===== src/verilog/ppm_pkg.sv =====
// Purpose: Shared constants and types for the port pin function multiplexer
// Assumes: Six pins, indexed 0..5 as porta bits 0,3,4,5 then portb bits 6,7
// Notes: Per-pin capability masks shape the generate loop in the mux
package ppm_pkg;

   localparam int unsigned NUM_PINS = 6;
   localparam int unsigned NUM_PWMG = 3;
   localparam int unsigned NUM_TMR = 2;

   // Pin indices
   localparam int unsigned PIN_PA0 = 0;
   localparam int unsigned PIN_PA3 = 1;
   localparam int unsigned PIN_PA4 = 2;
   localparam int unsigned PIN_PA5 = 3;
   localparam int unsigned PIN_PB6 = 4;
   localparam int unsigned PIN_PB7 = 5;

   // Capability masks, one bit per pin index
   localparam logic [NUM_PINS-1:0] HAS_PWMG = 6'h3F;
   localparam logic [NUM_PINS-1:0] HAS_TMR = 6'h32;
   localparam logic [NUM_PINS-1:0] HAS_CMP = 6'h01;
   localparam logic [NUM_PINS-1:0] OPEN_DRAIN = 6'h08;
   localparam logic [NUM_PINS-1:0] GATE_INPUT = 6'h36;

   // Which generator feeds each pin: pwm gen 0..2, timer 0 = two, 1 = three
   localparam int unsigned PWMG_SRC [NUM_PINS] = '{0, 2, 1, 2, 1, 1};
   localparam int unsigned TMR_SRC [NUM_PINS] = '{0, 0, 0, 0, 1, 1};

   // Reset values
   localparam logic [NUM_PINS-1:0] SYNC_RST = 6'h00;
   localparam logic [1:0] IRQ_RST = 2'h0;

   typedef enum logic [2:0] {
      EDGE_RISE = 3'h1,
      EDGE_FALL = 3'h2,
      EDGE_BOTH = 3'h4
   } ppm_edge_type;

   typedef enum logic [3:0] {
      SEL_GPIO = 4'h1,
      SEL_TMR = 4'h2,
      SEL_PWMG = 4'h4,
      SEL_CMP = 4'h8
   } ppm_sel_type;

   typedef struct packed {
      logic out_val;
      logic dir_out;
      logic pull_up;
      logic pull_dn;
      logic dig_in_en;
      logic pwmg_en;
      logic tmr_en;
      logic cmp_en;
   } ppm_cfg_type;

   typedef struct packed {
      logic out;
      logic oe;
      logic pull_up;
      logic pull_dn;
   } ppm_drive_type;

endpackage : ppm_pkg


===== src/verilog/ppm_pin_mux.sv =====
// Purpose: Function multiplexer for six port pins: gpio, pwm, comparator,
//          external interrupts, wake-up and digital input gating
// Assumes: Generator and comparator inputs are on clock_i; pin inputs are not
// Notes: Pa5 stays open drain for every function, pwm included
// Function
// (RQ1) Porta bit5 never drives high; open drain.
// (RQ2) Porta bit5 wake blocked when input disabled.
// (RQ3) Porta bits 3,4: disable gates buffer, wake.
// (RQ4) Portb bits 6,7: disable gates buffer, wake.
// (RQ5) Porta bit0 wake blocked when input disabled.
// (RQ6) Porta bit4 selectable as interrupt line one.
// (RQ7) Porta bit0 selectable as interrupt line zero.
// (RQ8) Interrupt edge: rising, falling or both.
// (RQ9) Other pins push-pull, software pulls per pin.
// (RQ10) Route pwm generators and timer pwm.
// (RQ11) Porta bit0 can drive comparator result.
// (RQ12) Fixed output priority, one driver per pin.
`timescale 1ns/100ps

module ppm_pin_mux
   import ppm_pkg::*;
(
   // Clock and reset
   input wire logic clock_i,
   input wire logic rst_i,
   // Pad side
   input wire logic [NUM_PINS-1:0] pin_in_i,
   output ppm_drive_type [NUM_PINS-1:0] pin_drv_o,
   // Per-pin software configuration
   input wire ppm_cfg_type [NUM_PINS-1:0] pin_cfg_i,
   input wire logic reset_fn_en_i,
   // Alternate output sources
   input wire logic [NUM_PWMG-1:0] pwm_gen_i,
   input wire logic [NUM_TMR-1:0] timer_pwm_i,
   input wire logic comparator_i,
   // External interrupt control
   input wire logic irq0_en_i,
   input wire logic irq1_alt_sel_i,
   input wire ppm_edge_type irq0_edge_i,
   input wire ppm_edge_type irq1_edge_i,
   // Results to the core
   output logic [NUM_PINS-1:0] dig_in_o,
   output logic wake_o,
   output logic [1:0] irq_o,
   output logic ext_reset_req_o
);

   // Highest-priority enabled function that this pin actually offers
   function automatic ppm_sel_type pick_sel(input ppm_cfg_type c, input logic hc,
                                            input logic hp, input logic ht);
      if (c.cmp_en && hc) begin
         return SEL_CMP;
      end else if (c.pwmg_en && hp) begin
         return SEL_PWMG;
      end else if (c.tmr_en && ht) begin
         return SEL_TMR;
      end
      return SEL_GPIO;
   endfunction : pick_sel

   // Illegal edge codes never fire
   function automatic logic edge_hit(input ppm_edge_type m, input logic cur,
                                     input logic prev);
      unique case (m)
         EDGE_RISE: return cur && !prev;
         EDGE_FALL: return !cur && prev;
         EDGE_BOTH: return cur != prev;
         default: return 1'b0;
      endcase
   endfunction : edge_hit

   logic [NUM_PINS-1:0] meta_r;
   logic [NUM_PINS-1:0] sync_r;
   logic [NUM_PINS-1:0] sync_prev_r;
   logic [NUM_PINS-1:0] dig_prev_r;
   logic [NUM_PINS-1:0] dier_w;
   logic [NUM_PINS-1:0] toggle_w;
   logic [NUM_PINS-1:0] dig_in_nxt;
   logic wake_nxt;
   logic [1:0] irq_nxt;
   ppm_drive_type [NUM_PINS-1:0] drv_all_w;

   // Two-stage synchroniser; meta_r feeds sync_r only
   always_ff @(posedge clock_i or posedge rst_i) begin
      if (rst_i) begin
         meta_r <= SYNC_RST;
         sync_r <= SYNC_RST;
         sync_prev_r <= SYNC_RST;
      end else begin
         meta_r <= pin_in_i;
         sync_r <= meta_r;
         sync_prev_r <= sync_r;
      end
   end

   genvar gi;
   generate
      for (gi = 0; gi < NUM_PINS; gi++) begin : g_pin
         ppm_sel_type sel_w;
         ppm_drive_type drv_nxt;
         logic src_w;
         logic active_w;

         assign dier_w[gi] = pin_cfg_i[gi].dig_in_en;

         always_comb begin
            sel_w = pick_sel(pin_cfg_i[gi], HAS_CMP[gi], HAS_PWMG[gi], HAS_TMR[gi]); // [RQ12]
            src_w = pin_cfg_i[gi].out_val;
            active_w = pin_cfg_i[gi].dir_out;
            unique case (sel_w)
               SEL_CMP: begin
                  src_w = comparator_i; // [RQ11]
                  active_w = 1'b1;
               end
               SEL_PWMG: begin
                  src_w = pwm_gen_i[PWMG_SRC[gi]]; // [RQ10]
                  active_w = 1'b1;
               end
               SEL_TMR: begin
                  src_w = timer_pwm_i[TMR_SRC[gi]]; // [RQ10]
                  active_w = 1'b1;
               end
               SEL_GPIO: begin
                  src_w = pin_cfg_i[gi].out_val;
                  active_w = pin_cfg_i[gi].dir_out;
               end
            endcase
            // Reset input function takes the pin away from every driver
            if (gi == PIN_PA5 && reset_fn_en_i) begin
               active_w = 1'b0;
            end
            // Pull-down yields when both pulls are asked for
            drv_nxt.pull_up = pin_cfg_i[gi].pull_up; // [RQ9]
            drv_nxt.pull_dn = pin_cfg_i[gi].pull_dn && !pin_cfg_i[gi].pull_up; // [RQ9]
            if (OPEN_DRAIN[gi]) begin
               drv_nxt.out = 1'b0; // [RQ1]
               drv_nxt.oe = active_w && !src_w; // [RQ1]
            end else begin
               drv_nxt.out = src_w; // [RQ9]
               drv_nxt.oe = active_w; // [RQ9]
            end
         end

         assign drv_all_w[gi] = drv_nxt;

         // Analog-capable pins lose the buffer; the others only lose wake
         assign dig_in_nxt[gi] = sync_r[gi] && (dier_w[gi] || !GATE_INPUT[gi]); // [RQ3] [RQ4]
         assign toggle_w[gi] = sync_r[gi] ^ sync_prev_r[gi];
      end
   endgenerate

   // One register for all pads keeps a single process on the port
   always_ff @(posedge clock_i or posedge rst_i) begin
      if (rst_i) begin
         pin_drv_o <= '0;
      end else begin
         pin_drv_o <= drv_all_w;
      end
   end

   // Wake on any toggle of an input-enabled pin
   assign wake_nxt = |(toggle_w & dier_w); // [RQ2] [RQ3] [RQ4] [RQ5]

   always_comb begin
      irq_nxt[0] = irq0_en_i
         && edge_hit(irq0_edge_i, dig_in_o[PIN_PA0], dig_prev_r[PIN_PA0]); // [RQ7] [RQ8]
      irq_nxt[1] = irq1_alt_sel_i
         && edge_hit(irq1_edge_i, dig_in_o[PIN_PA4], dig_prev_r[PIN_PA4]); // [RQ6] [RQ8]
   end

   always_ff @(posedge clock_i or posedge rst_i) begin
      if (rst_i) begin
         dig_in_o <= SYNC_RST;
         dig_prev_r <= SYNC_RST;
      end else begin
         dig_in_o <= dig_in_nxt;
         dig_prev_r <= dig_in_o;
      end
   end

   always_ff @(posedge clock_i or posedge rst_i) begin
      if (rst_i) begin
         wake_o <= 1'b0;
      end else begin
         wake_o <= wake_nxt;
      end
   end

   always_ff @(posedge clock_i or posedge rst_i) begin
      if (rst_i) begin
         irq_o <= IRQ_RST;
      end else begin
         irq_o <= irq_nxt;
      end
   end

   // Reset pin is active low at the pad
   always_ff @(posedge clock_i or posedge rst_i) begin
      if (rst_i) begin
         ext_reset_req_o <= 1'b0;
      end else begin
         ext_reset_req_o <= reset_fn_en_i && !sync_r[PIN_PA5];
      end
   end
endmodule : ppm_pin_mux


===== config.mk =====
export PLATFORM = sky130hd
export DESIGN_NAME = ppm_pin_mux
export DESIGN_NICKNAME = d
export VERILOG_FILES = /design/src/verilog/ppm_pkg.sv /design/src/verilog/ppm_pin_mux.sv
export SDC_FILE = /design/constraint.sdc
export NUM_CORES = 1
export LEC_CHECK = 0
export BUFFER_PORTS_ARGS = -buffer_cell sky130_fd_sc_hd__clkbuf_2
export CAP_MARGIN = 20
export CORE_UTILIZATION = 31
export DETAILED_ROUTE_END_ITERATION = 12
export PLACE_DENSITY = 0.63
export SYNTH_ARGS = -nofsm -noshare
export SYNTH_HDL_FRONTEND = slang
export SYNTH_SLANG_ARGS = --single-unit

===== constraint.sdc =====
create_clock -name clock_i -period 2.7 [get_ports clock_i]
set_input_delay 0.135 -clock clock_i [delete_from_list [all_inputs] [get_ports clock_i]]
set_output_delay 0.135 -clock clock_i [all_outputs]
set_load 0.01 [all_outputs]

==> results of run 1 <==
==> cell usage in the layout, fill, tap and decap left out, drive strengths merged <==
cell | netlist | final
nor3 | 2 | 2
and2 | 4 | 4
inv | 6 | 6
a22oi | 3 | 3
clkinvlp | 0 | 1
a21oi | 1 | 1
nand2 | 6 | 6
nor3b | 1 | 1
o21ai | 4 | 4
ha | 4 | 4
or2 | 1 | 1
nor4b | 2 | 2
conb | 1 | 1
nand3 | 1 | 1
nor2b | 7 | 7
buf | 3 | 1
clkbuf | 0 | 100
o31a | 2 | 2
xor2 | 6 | 6
clkinv | 0 | 2
or3 | 4 | 4
nor2 | 1 | 1
dlygate4sd3 | 0 | 14
mux2 | 1 | 1
mux2i | 4 | 4
nor4bb | 2 | 2
dfrtp | 51 | 51
==> per-stage QoR <==
stage,instances,hold WS (ns),setup WS [ns]
2_1_floorplan,117,0.166,1.34
3_3_place_gp,280,0.134,1.50
3_5_place_dp,280,0.143,1.47
4_1_cts,302,0.00280,1.44
5_1_grt,302,0.00840,1.37
6_report,302,0.0179,1.46
==> cells by family after synthesis <==
| logic type | after synthesis | share of synthesized area |
|---|---|---|
| adders and majority gates | 4 | 0.0287 |
| and+or+nand+nor | 31 | 0.114 |
| AOI/OAI and AO/OA | 10 | 0.0373 |
| xor gates and xnor gates | 6 | 0.0302 |
| other | 1 | 0.00215 |
| DFF | 51 | 0.732 |
| buffers and inverters | 9 | 0.0258 |
| muxes | 5 | 0.0294 |
==> power groups by stage <==
stage               registers, uW  logic [uW]  clock network [uW]
floorplan                     847        50.9                   0
global placement              834         148                   0
detailed placement            836         152                   0
CTS                           820         168                 457
global route                  824         185                 490
finish                        820         164                 431
==> registers in the layout, indices dropped and copies added (netlist names) <==
signal / flops
dig_in_o: 6
dig_prev_r: 2
ext_reset_req_o: 1
irq_o: 2
meta_r: 6
pin_drv_o: 23
sync_prev_r: 4
sync_r: 6
wake_o: 1
==> worst max path at each step <==
stage | endpoint | start | cells after the start | slack [ns]
floorplan | dig_in_o[0]$_DFF_PP0_ | rst_i | 1 | 1.34
global placement | irq_o[0]$_DFF_PP0_ | dig_in_o[0]$_DFF_PP0_ | 4 | 1.50
detailed placement | irq_o[0]$_DFF_PP0_ | dig_in_o[0]$_DFF_PP0_ | 4 | 1.47
CTS | irq_o[0]$_DFF_PP0_ | dig_in_o[0]$_DFF_PP0_ | 4 | 1.44
global route | irq_o[0]$_DFF_PP0_ | dig_in_o[0]$_DFF_PP0_ | 4 | 1.37
finish | irq_o[0]$_DFF_PP0_ | dig_in_o[0]$_DFF_PP0_ | 4 | 1.46
==> area by class of cell <==
cell class	instances	share of cell area
sequential	51	0.505
inverter	6	0.00892
multi-input combinational	57	0.167
clock buffer	5	0.0273
tap	70	0.0347
timing repair buffer	110	0.247
clock inverter	3	0.00991
==> worst max-delay path, stage by stage, from the launching register on <==
cell and delay [ns]:
sky130_fd_sc_hd__dfrtp_1 0.43, sky130_fd_sc_hd__inv_1 0.07, sky130_fd_sc_hd__ha_1 0.31, sky130_fd_sc_hd__nor4b_2 0.22, sky130_fd_sc_hd__o31a_1 0.15
==> repair_timing <==
action                                 CTS  global route
endpoints found under the hold margin   38             0
gates resized for setup                  0             0
hold buffers                            14             0
==> metal layers <==
| layer | track usage | up-vias | wire [um] |
|---|---|---|---|
| met3 | 0.0393 | 5 | 213 |
| met4 | 0.0472 | 0 | 38 |
| met5 | 0 | - | 0 |
| li1 | - | 610 | - |
| met1 | 0.132 | 595 | 1300 |
| met2 | 0.231 | 53 | 1690 |
==> impl_results.md, run 1 <==
* Storage element area at 1280 um^2
* Starting utilization of the core area at 0.331
* Tot Pwr at 1410 uW
* Area of all placed cells without fillers at 2520 um^2
* Register bit total from synthesis at 51
* Leading area contributor after synthesis: sky130_fd_sc_hd__dfrtp_1
* Unrepaired setup endpoints after global routing: false
* Max Freq at 803 MHz
* Share of total power in combinational logic at 0.116
* Fraction of synthesis flops using an asynchronous set or reset pin at 1.00
* Die ar. at 5930 um^2
* Detail-routed via count per cell at 4.18
* Max Cap Viol at 0
* Final #Nets at 306
* Total negative slack for setup checks at 0 ns
* Number of buffers inserted during clock tree synthesis at 5
* GRT overflow at 0
* Overall die width at 77.0 um
* Critical register-to-register path endpoint: irq_o[0]$_DFF_PP0_
* Sort of element at the start of the critical path: flop
* Number of buffers added for setup after CTS at 0
* Clock Sink Count at 51
* Synth Instances at 117
* Clock transition at the registers of the reported paths at 0.09 ns
* Top-level I/O count at 105
* Run status: complete, no violations
* Average instance area after synthesis at 14.9 um^2
* Min-Delay Path Class: in -> reg
* Most used standard cell by instance count after synthesis: sky130_fd_sc_hd__dfrtp_1
* Number of antenna violations at the first check in global routing at 0
* Ys flop type: sky130_fd_sc_hd__dfrtp_1
* # rows at 26
* Via total after detailed routing at 1263
* Largest driver fanout on the critical path at 5
* Share of the yosys chip area belonging to registers at 0.732
* Chip height at 77.0 um
* Data required time of the worst path at 2.94 ns
* Critical hold path startpoint: pin_cfg_i[14]
* Maximum resistive drop on vdd at 0.218 mV
* Total internal power at 1080 uW
* Residual antenna-violating net count after detailed routing at 0
* Number of synthesized flops with an enable pin at 0
* Number of synthesis warnings at 0
* Vias in the first global route at 1394
* Area of the multi-input gates at 422 um^2
* Routability congestion estimate at 0.708
* Final Slew Violations at 0
* Share of the core filled with cells at 0.479
* Sink of the worst hold path: pin_drv_o[6]$_DFF_PP0_
* Fin. Hold Viols at 0
* Most common library cells after synthesis: sky130_fd_sc_hd__dfrtp_1 (51), sky130_fd_sc_hd__nor2b_1 (7), sky130_fd_sc_hd__inv_1 (6), sky130_fd_sc_hd__nand2_1 (6), sky130_fd_sc_hd__xor2_1 (6)
* TritonCTS clock tree: built
* Total GRT Usage at 0.125
* Std-Cell Core Area at 5270 um^2
* Routed wirelength normalized by instance count at 10.7 um
* Leakage power total at 0.00130 uW
* Placed wire-length estimate after detailed placement at 2500 um
* Fraction of power spent switching nets at 0.239
* Total iterations of the first detailed-routing run at 2
* Cells taking the most area after synthesis: sky130_fd_sc_hd__dfrtp_1 (73%), sky130_fd_sc_hd__xor2_1 (3.0%), sky130_fd_sc_hd__ha_1 (2.9%)
* Total routed wirelength at 3240 um
* Distinct cells, synth at 23
* Power share of the sequential group at 0.579
* Mapped cell area at 1740 um^2
* Post-synth top area share at 0.732
* Kind of end point of the critical path: flop
* Layout cell share with drive strength beyond 1 at 0.470
* Number of antenna repair diodes at 0
* Worst path arrival time at 1.48 ns
* Maximum number of pins on one net before global-route repair at 33
* Number of cells on the worst hold path at 2
* Total power per unit cell area at 560 nW/um^2
* Setup slack on the worst flop-to-flop path at 1.46 ns
* Clock tree skew after final layout at 0.00367 ns
* FILL cells at 504
* Syn-to-layout area delta at 44.9%
* Number of DRC markers in iteration 0 at 27
* Clock root buffer: sky130_fd_sc_hd__clkbuf_8
* Critical path type: reg -> reg
* First-pass GRT wire length at 5810 um
* Clock insertion delay at the later pin of the skew report at 0.30 ns
* Standard cell area after detailed placement at 2290 um^2
* Final setup fails at 0
* Time the worst path needs with I/O delays and setup at 1.24 ns
* H-tree depth reported by CTS at 2
* DRC violation count after routing at 0
* Number of cells traversed by the worst register-to-register path at 4
* Nets in the synthesized netlist at 192
* Switching power total at 338 uW
* Share of the clock period used by the worst path after layout at 0.461
* Portion of total power attributed to the clock network at 0.305
* Bufs on Longest Clock Path at 2
* Quantity of I/O buffers inserted on ports at 95
* Reg-to-reg startpoint: dig_in_o[0]$_DFF_PP0_
(Power assumes the default switching activity.)
==> run 2: changes to the inputs <==
==> constraint.sdc (replaced) <==
create_clock -name clock_i -period 1.15 [get_ports clock_i]
set_input_delay 0.0575 -clock clock_i [delete_from_list [all_inputs] [get_ports clock_i]]
set_output_delay 0.0575 -clock clock_i [all_outputs]
set_load 0.01 [all_outputs]
==> run 2 against run 1 <==
Against the previous run:
- global-route usage grew 2.3 points
- register-to-register slack lost 1.4 ns
- non-clock buffer count grew 34
- largest cell class unchanged
- combinational power grew to 3.1 times the previous value
- clock power grew to 3.3 times the previous value
- sequential power grew 140%
==> impl_results.md, run 2 (synthesis gave the netlist of run 1 again) <==
* Max Cap Viol at 0
* Unrepaired setup endpoints after global routing: true
* Clock root buffer: sky130_fd_sc_hd__clkbuf_8
* DRC violation count after routing at 0
* Leakage power total at 0.00147 uW
* Final #Nets at 340
* Clock insertion delay at the later pin of the skew report at 0.29 ns
* DRT met1 WL at 1440 um
* Met2 WL post-DR at 2190 um
* Slowest stage cell on the critical path: sky130_fd_sc_hd__dfrtp_1
* Vias in the first global route at 1633
* Cell family contributing the most delay on the critical path: flip-flops
* Clock transition at the registers of the reported paths at 0.09 ns
* Worst path max stage delay at 0.42 ns
* Total GRT Usage at 0.148
* Register containing the most flip-flops in the final layout: pin_drv_o
* Most common cell after layout, fill and taps aside: sky130_fd_sc_hd__clkbuf_2
* Clock Sink Count at 51
* Clock tree skew after final layout at 0.00248 ns
* Buffers plus inverters on the worst setup path at 1
* Routed wirelength normalized by instance count at 11.9 um
* Critical hold path startpoint: pin_cfg_i[0]
* Sink of the worst hold path: pin_drv_o[3]$_DFF_PP0_
* Routability congestion estimate at 0.705
* Min-Delay Path Class: in -> reg
* Max Freq at 877 MHz
* H-tree depth reported by CTS at 2
* Number of antenna violations at the first check in global routing at 0
* Residual antenna-violating net count after detailed routing at 0
* Overall die width at 77.0 um
* Starting utilization of the core area at 0.331
* Worst path arrival time at 1.38 ns
* Layout cell share with drive strength beyond 1 at 0.451
* Maximum resistive drop on vdd at 0.675 mV
* Critical path type: reg -> reg
* Placed wire-length estimate after detailed placement at 2490 um
* Critical register-to-register path endpoint: irq_o[0]$_DFF_PP0_
* Total power per unit cell area at 1300 nW/um^2
* Time the worst path needs with I/O delays and setup at 1.14 ns
* Number of cells traversed by the worst register-to-register path at 4
* Uppermost signal routing layer after detailed routing: met4
* Sort of element at the start of the critical path: flop
* Final setup fails at 0
* Final Slew Violations at 0
* Fin. Hold Viols at 0
* Total negative slack for setup checks at 0 ns
* Via total after detailed routing at 1425
* Run status: complete, no violations
* Detail-routed via count per cell at 4.24
* Data required time of the worst path at 1.39 ns
* TritonCTS clock tree: built
* Detail Route met3 WL at 226 um
* Number of antenna repair diodes at 0
* Share of the clock period used by the worst path after layout at 0.991
* Reg-to-reg startpoint: dig_in_o[0]$_DFF_PP0_
* Chip height at 77.0 um
* First-pass GRT wire length at 6760 um
* Bufs on Longest Clock Path at 2
* Number of DRC markers in iteration 0 at 56
* Cell breakdown of the critical path: inv_2 -> ha_4 -> nor4b_2 -> o31a_1
* Number of buffers inserted during clock tree synthesis at 5
* Post-placement setup slack at -0.0262 ns
* FILL cells at 436
* Flip-flop count of the largest register, all copies and words added at 23
* Die ar. at 5930 um^2
* GRT overflow at 0
* Maximum number of pins on one net before global-route repair at 30
* Top-level I/O count at 105
* Kind of end point of the critical path: flop
* Total routed wirelength at 4010 um
* # rows at 26
* Leading cell types in the layout, fill and taps excluded: sky130_fd_sc_hd__clkbuf_2 (95), sky130_fd_sc_hd__dfrtp_1 (51), sky130_fd_sc_hd__dlygate4sd3_1 (45)
* Final worst-path setup slack at 0.0100 ns
* Number of cells on the worst hold path at 3
* Std-Cell Core Area at 5270 um^2
* Syn-to-layout area delta at 70.1%
* Setup slack on the worst flop-to-flop path at 0.01 ns
* Quantity of I/O buffers inserted on ports at 95
* Largest driver fanout on the critical path at 3
* Total iterations of the first detailed-routing run at 3
==> run 2: area by class of cell <==
type                       instances  area (um^2)  share of cell area
inverter                           6         26.3             0.00886
clock inverter                     2         60.1              0.0203
multi-input combinational         57          483               0.163
clock buffer                       6         72.6              0.0245
timing repair buffer             144          960               0.324
tap                               70         87.6              0.0295
sequential                        51         1280               0.430
==> run 2: per-layer routing <==
metal	global-route usage	vias up
met5	0	-
met4	0.0849	0
met3	0.0440	17
met2	0.277	64
met1	0.142	666
li1	-	678
==> run 2: how the worst max path moves through the flow <==
stage | start | end | depth (start not counted)
2_1_floorplan | dig_in_o[0]$_DFF_PP0_ | irq_o[0]$_DFF_PP0_ | 4
6_report | dig_in_o[0]$_DFF_PP0_ | irq_o[0]$_DFF_PP0_ | 4
3_5_place_dp | dig_in_o[2]$_DFF_PP0_ | irq_o[1]$_DFF_PP0_ | 4
3_3_place_gp | dig_in_o[0]$_DFF_PP0_ | irq_o[0]$_DFF_PP0_ | 4
4_1_cts | dig_in_o[0]$_DFF_PP0_ | irq_o[0]$_DFF_PP0_ | 4
5_1_grt | dig_in_o[0]$_DFF_PP0_ | irq_o[0]$_DFF_PP0_ | 4
==> run 2: report_power, final <==
group	internal [uW]	switching (uW)	total, uW	leakage [uW]
Clock	869	554	1420	0.0000654
Combinational	294	213	507	0.000800
Sequential	1890	39.4	1930	0.000605
==> run 2: worst reg2reg max path: stages (launching register included) <==
cell	delay (ns)
sky130_fd_sc_hd__dfrtp_1	0.42
sky130_fd_sc_hd__inv_2	0.08
sky130_fd_sc_hd__ha_4	0.19
sky130_fd_sc_hd__nor4b_2	0.25
sky130_fd_sc_hd__o31a_1	0.14
==> run 2: timing repair <==
item / in CTS / in global routing
buffers inserted: 1 / 0
hold endpoints to repair: 88 / 0
pin swaps: 0 / 6
setup endpoints to repair: 1 / 4
hold buffers: 46 / 0
resized for setup: 1 / 12
==> run 2: metrics by stage <==
step	area, um^2	util	total power (uW)	cells	hold WS, ns
6_report	2970	0.563	3860	336	0.00765
5_1_grt	2970	0.563	4050	336	0.0200
4_1_cts	2920	0.555	3900	337	0.00782
3_5_place_dp	2310	0.438	2320	282	0.134
3_3_place_gp	2310	0.438	2310	282	0.136
2_1_floorplan	1750	-	2110	117	0.0889
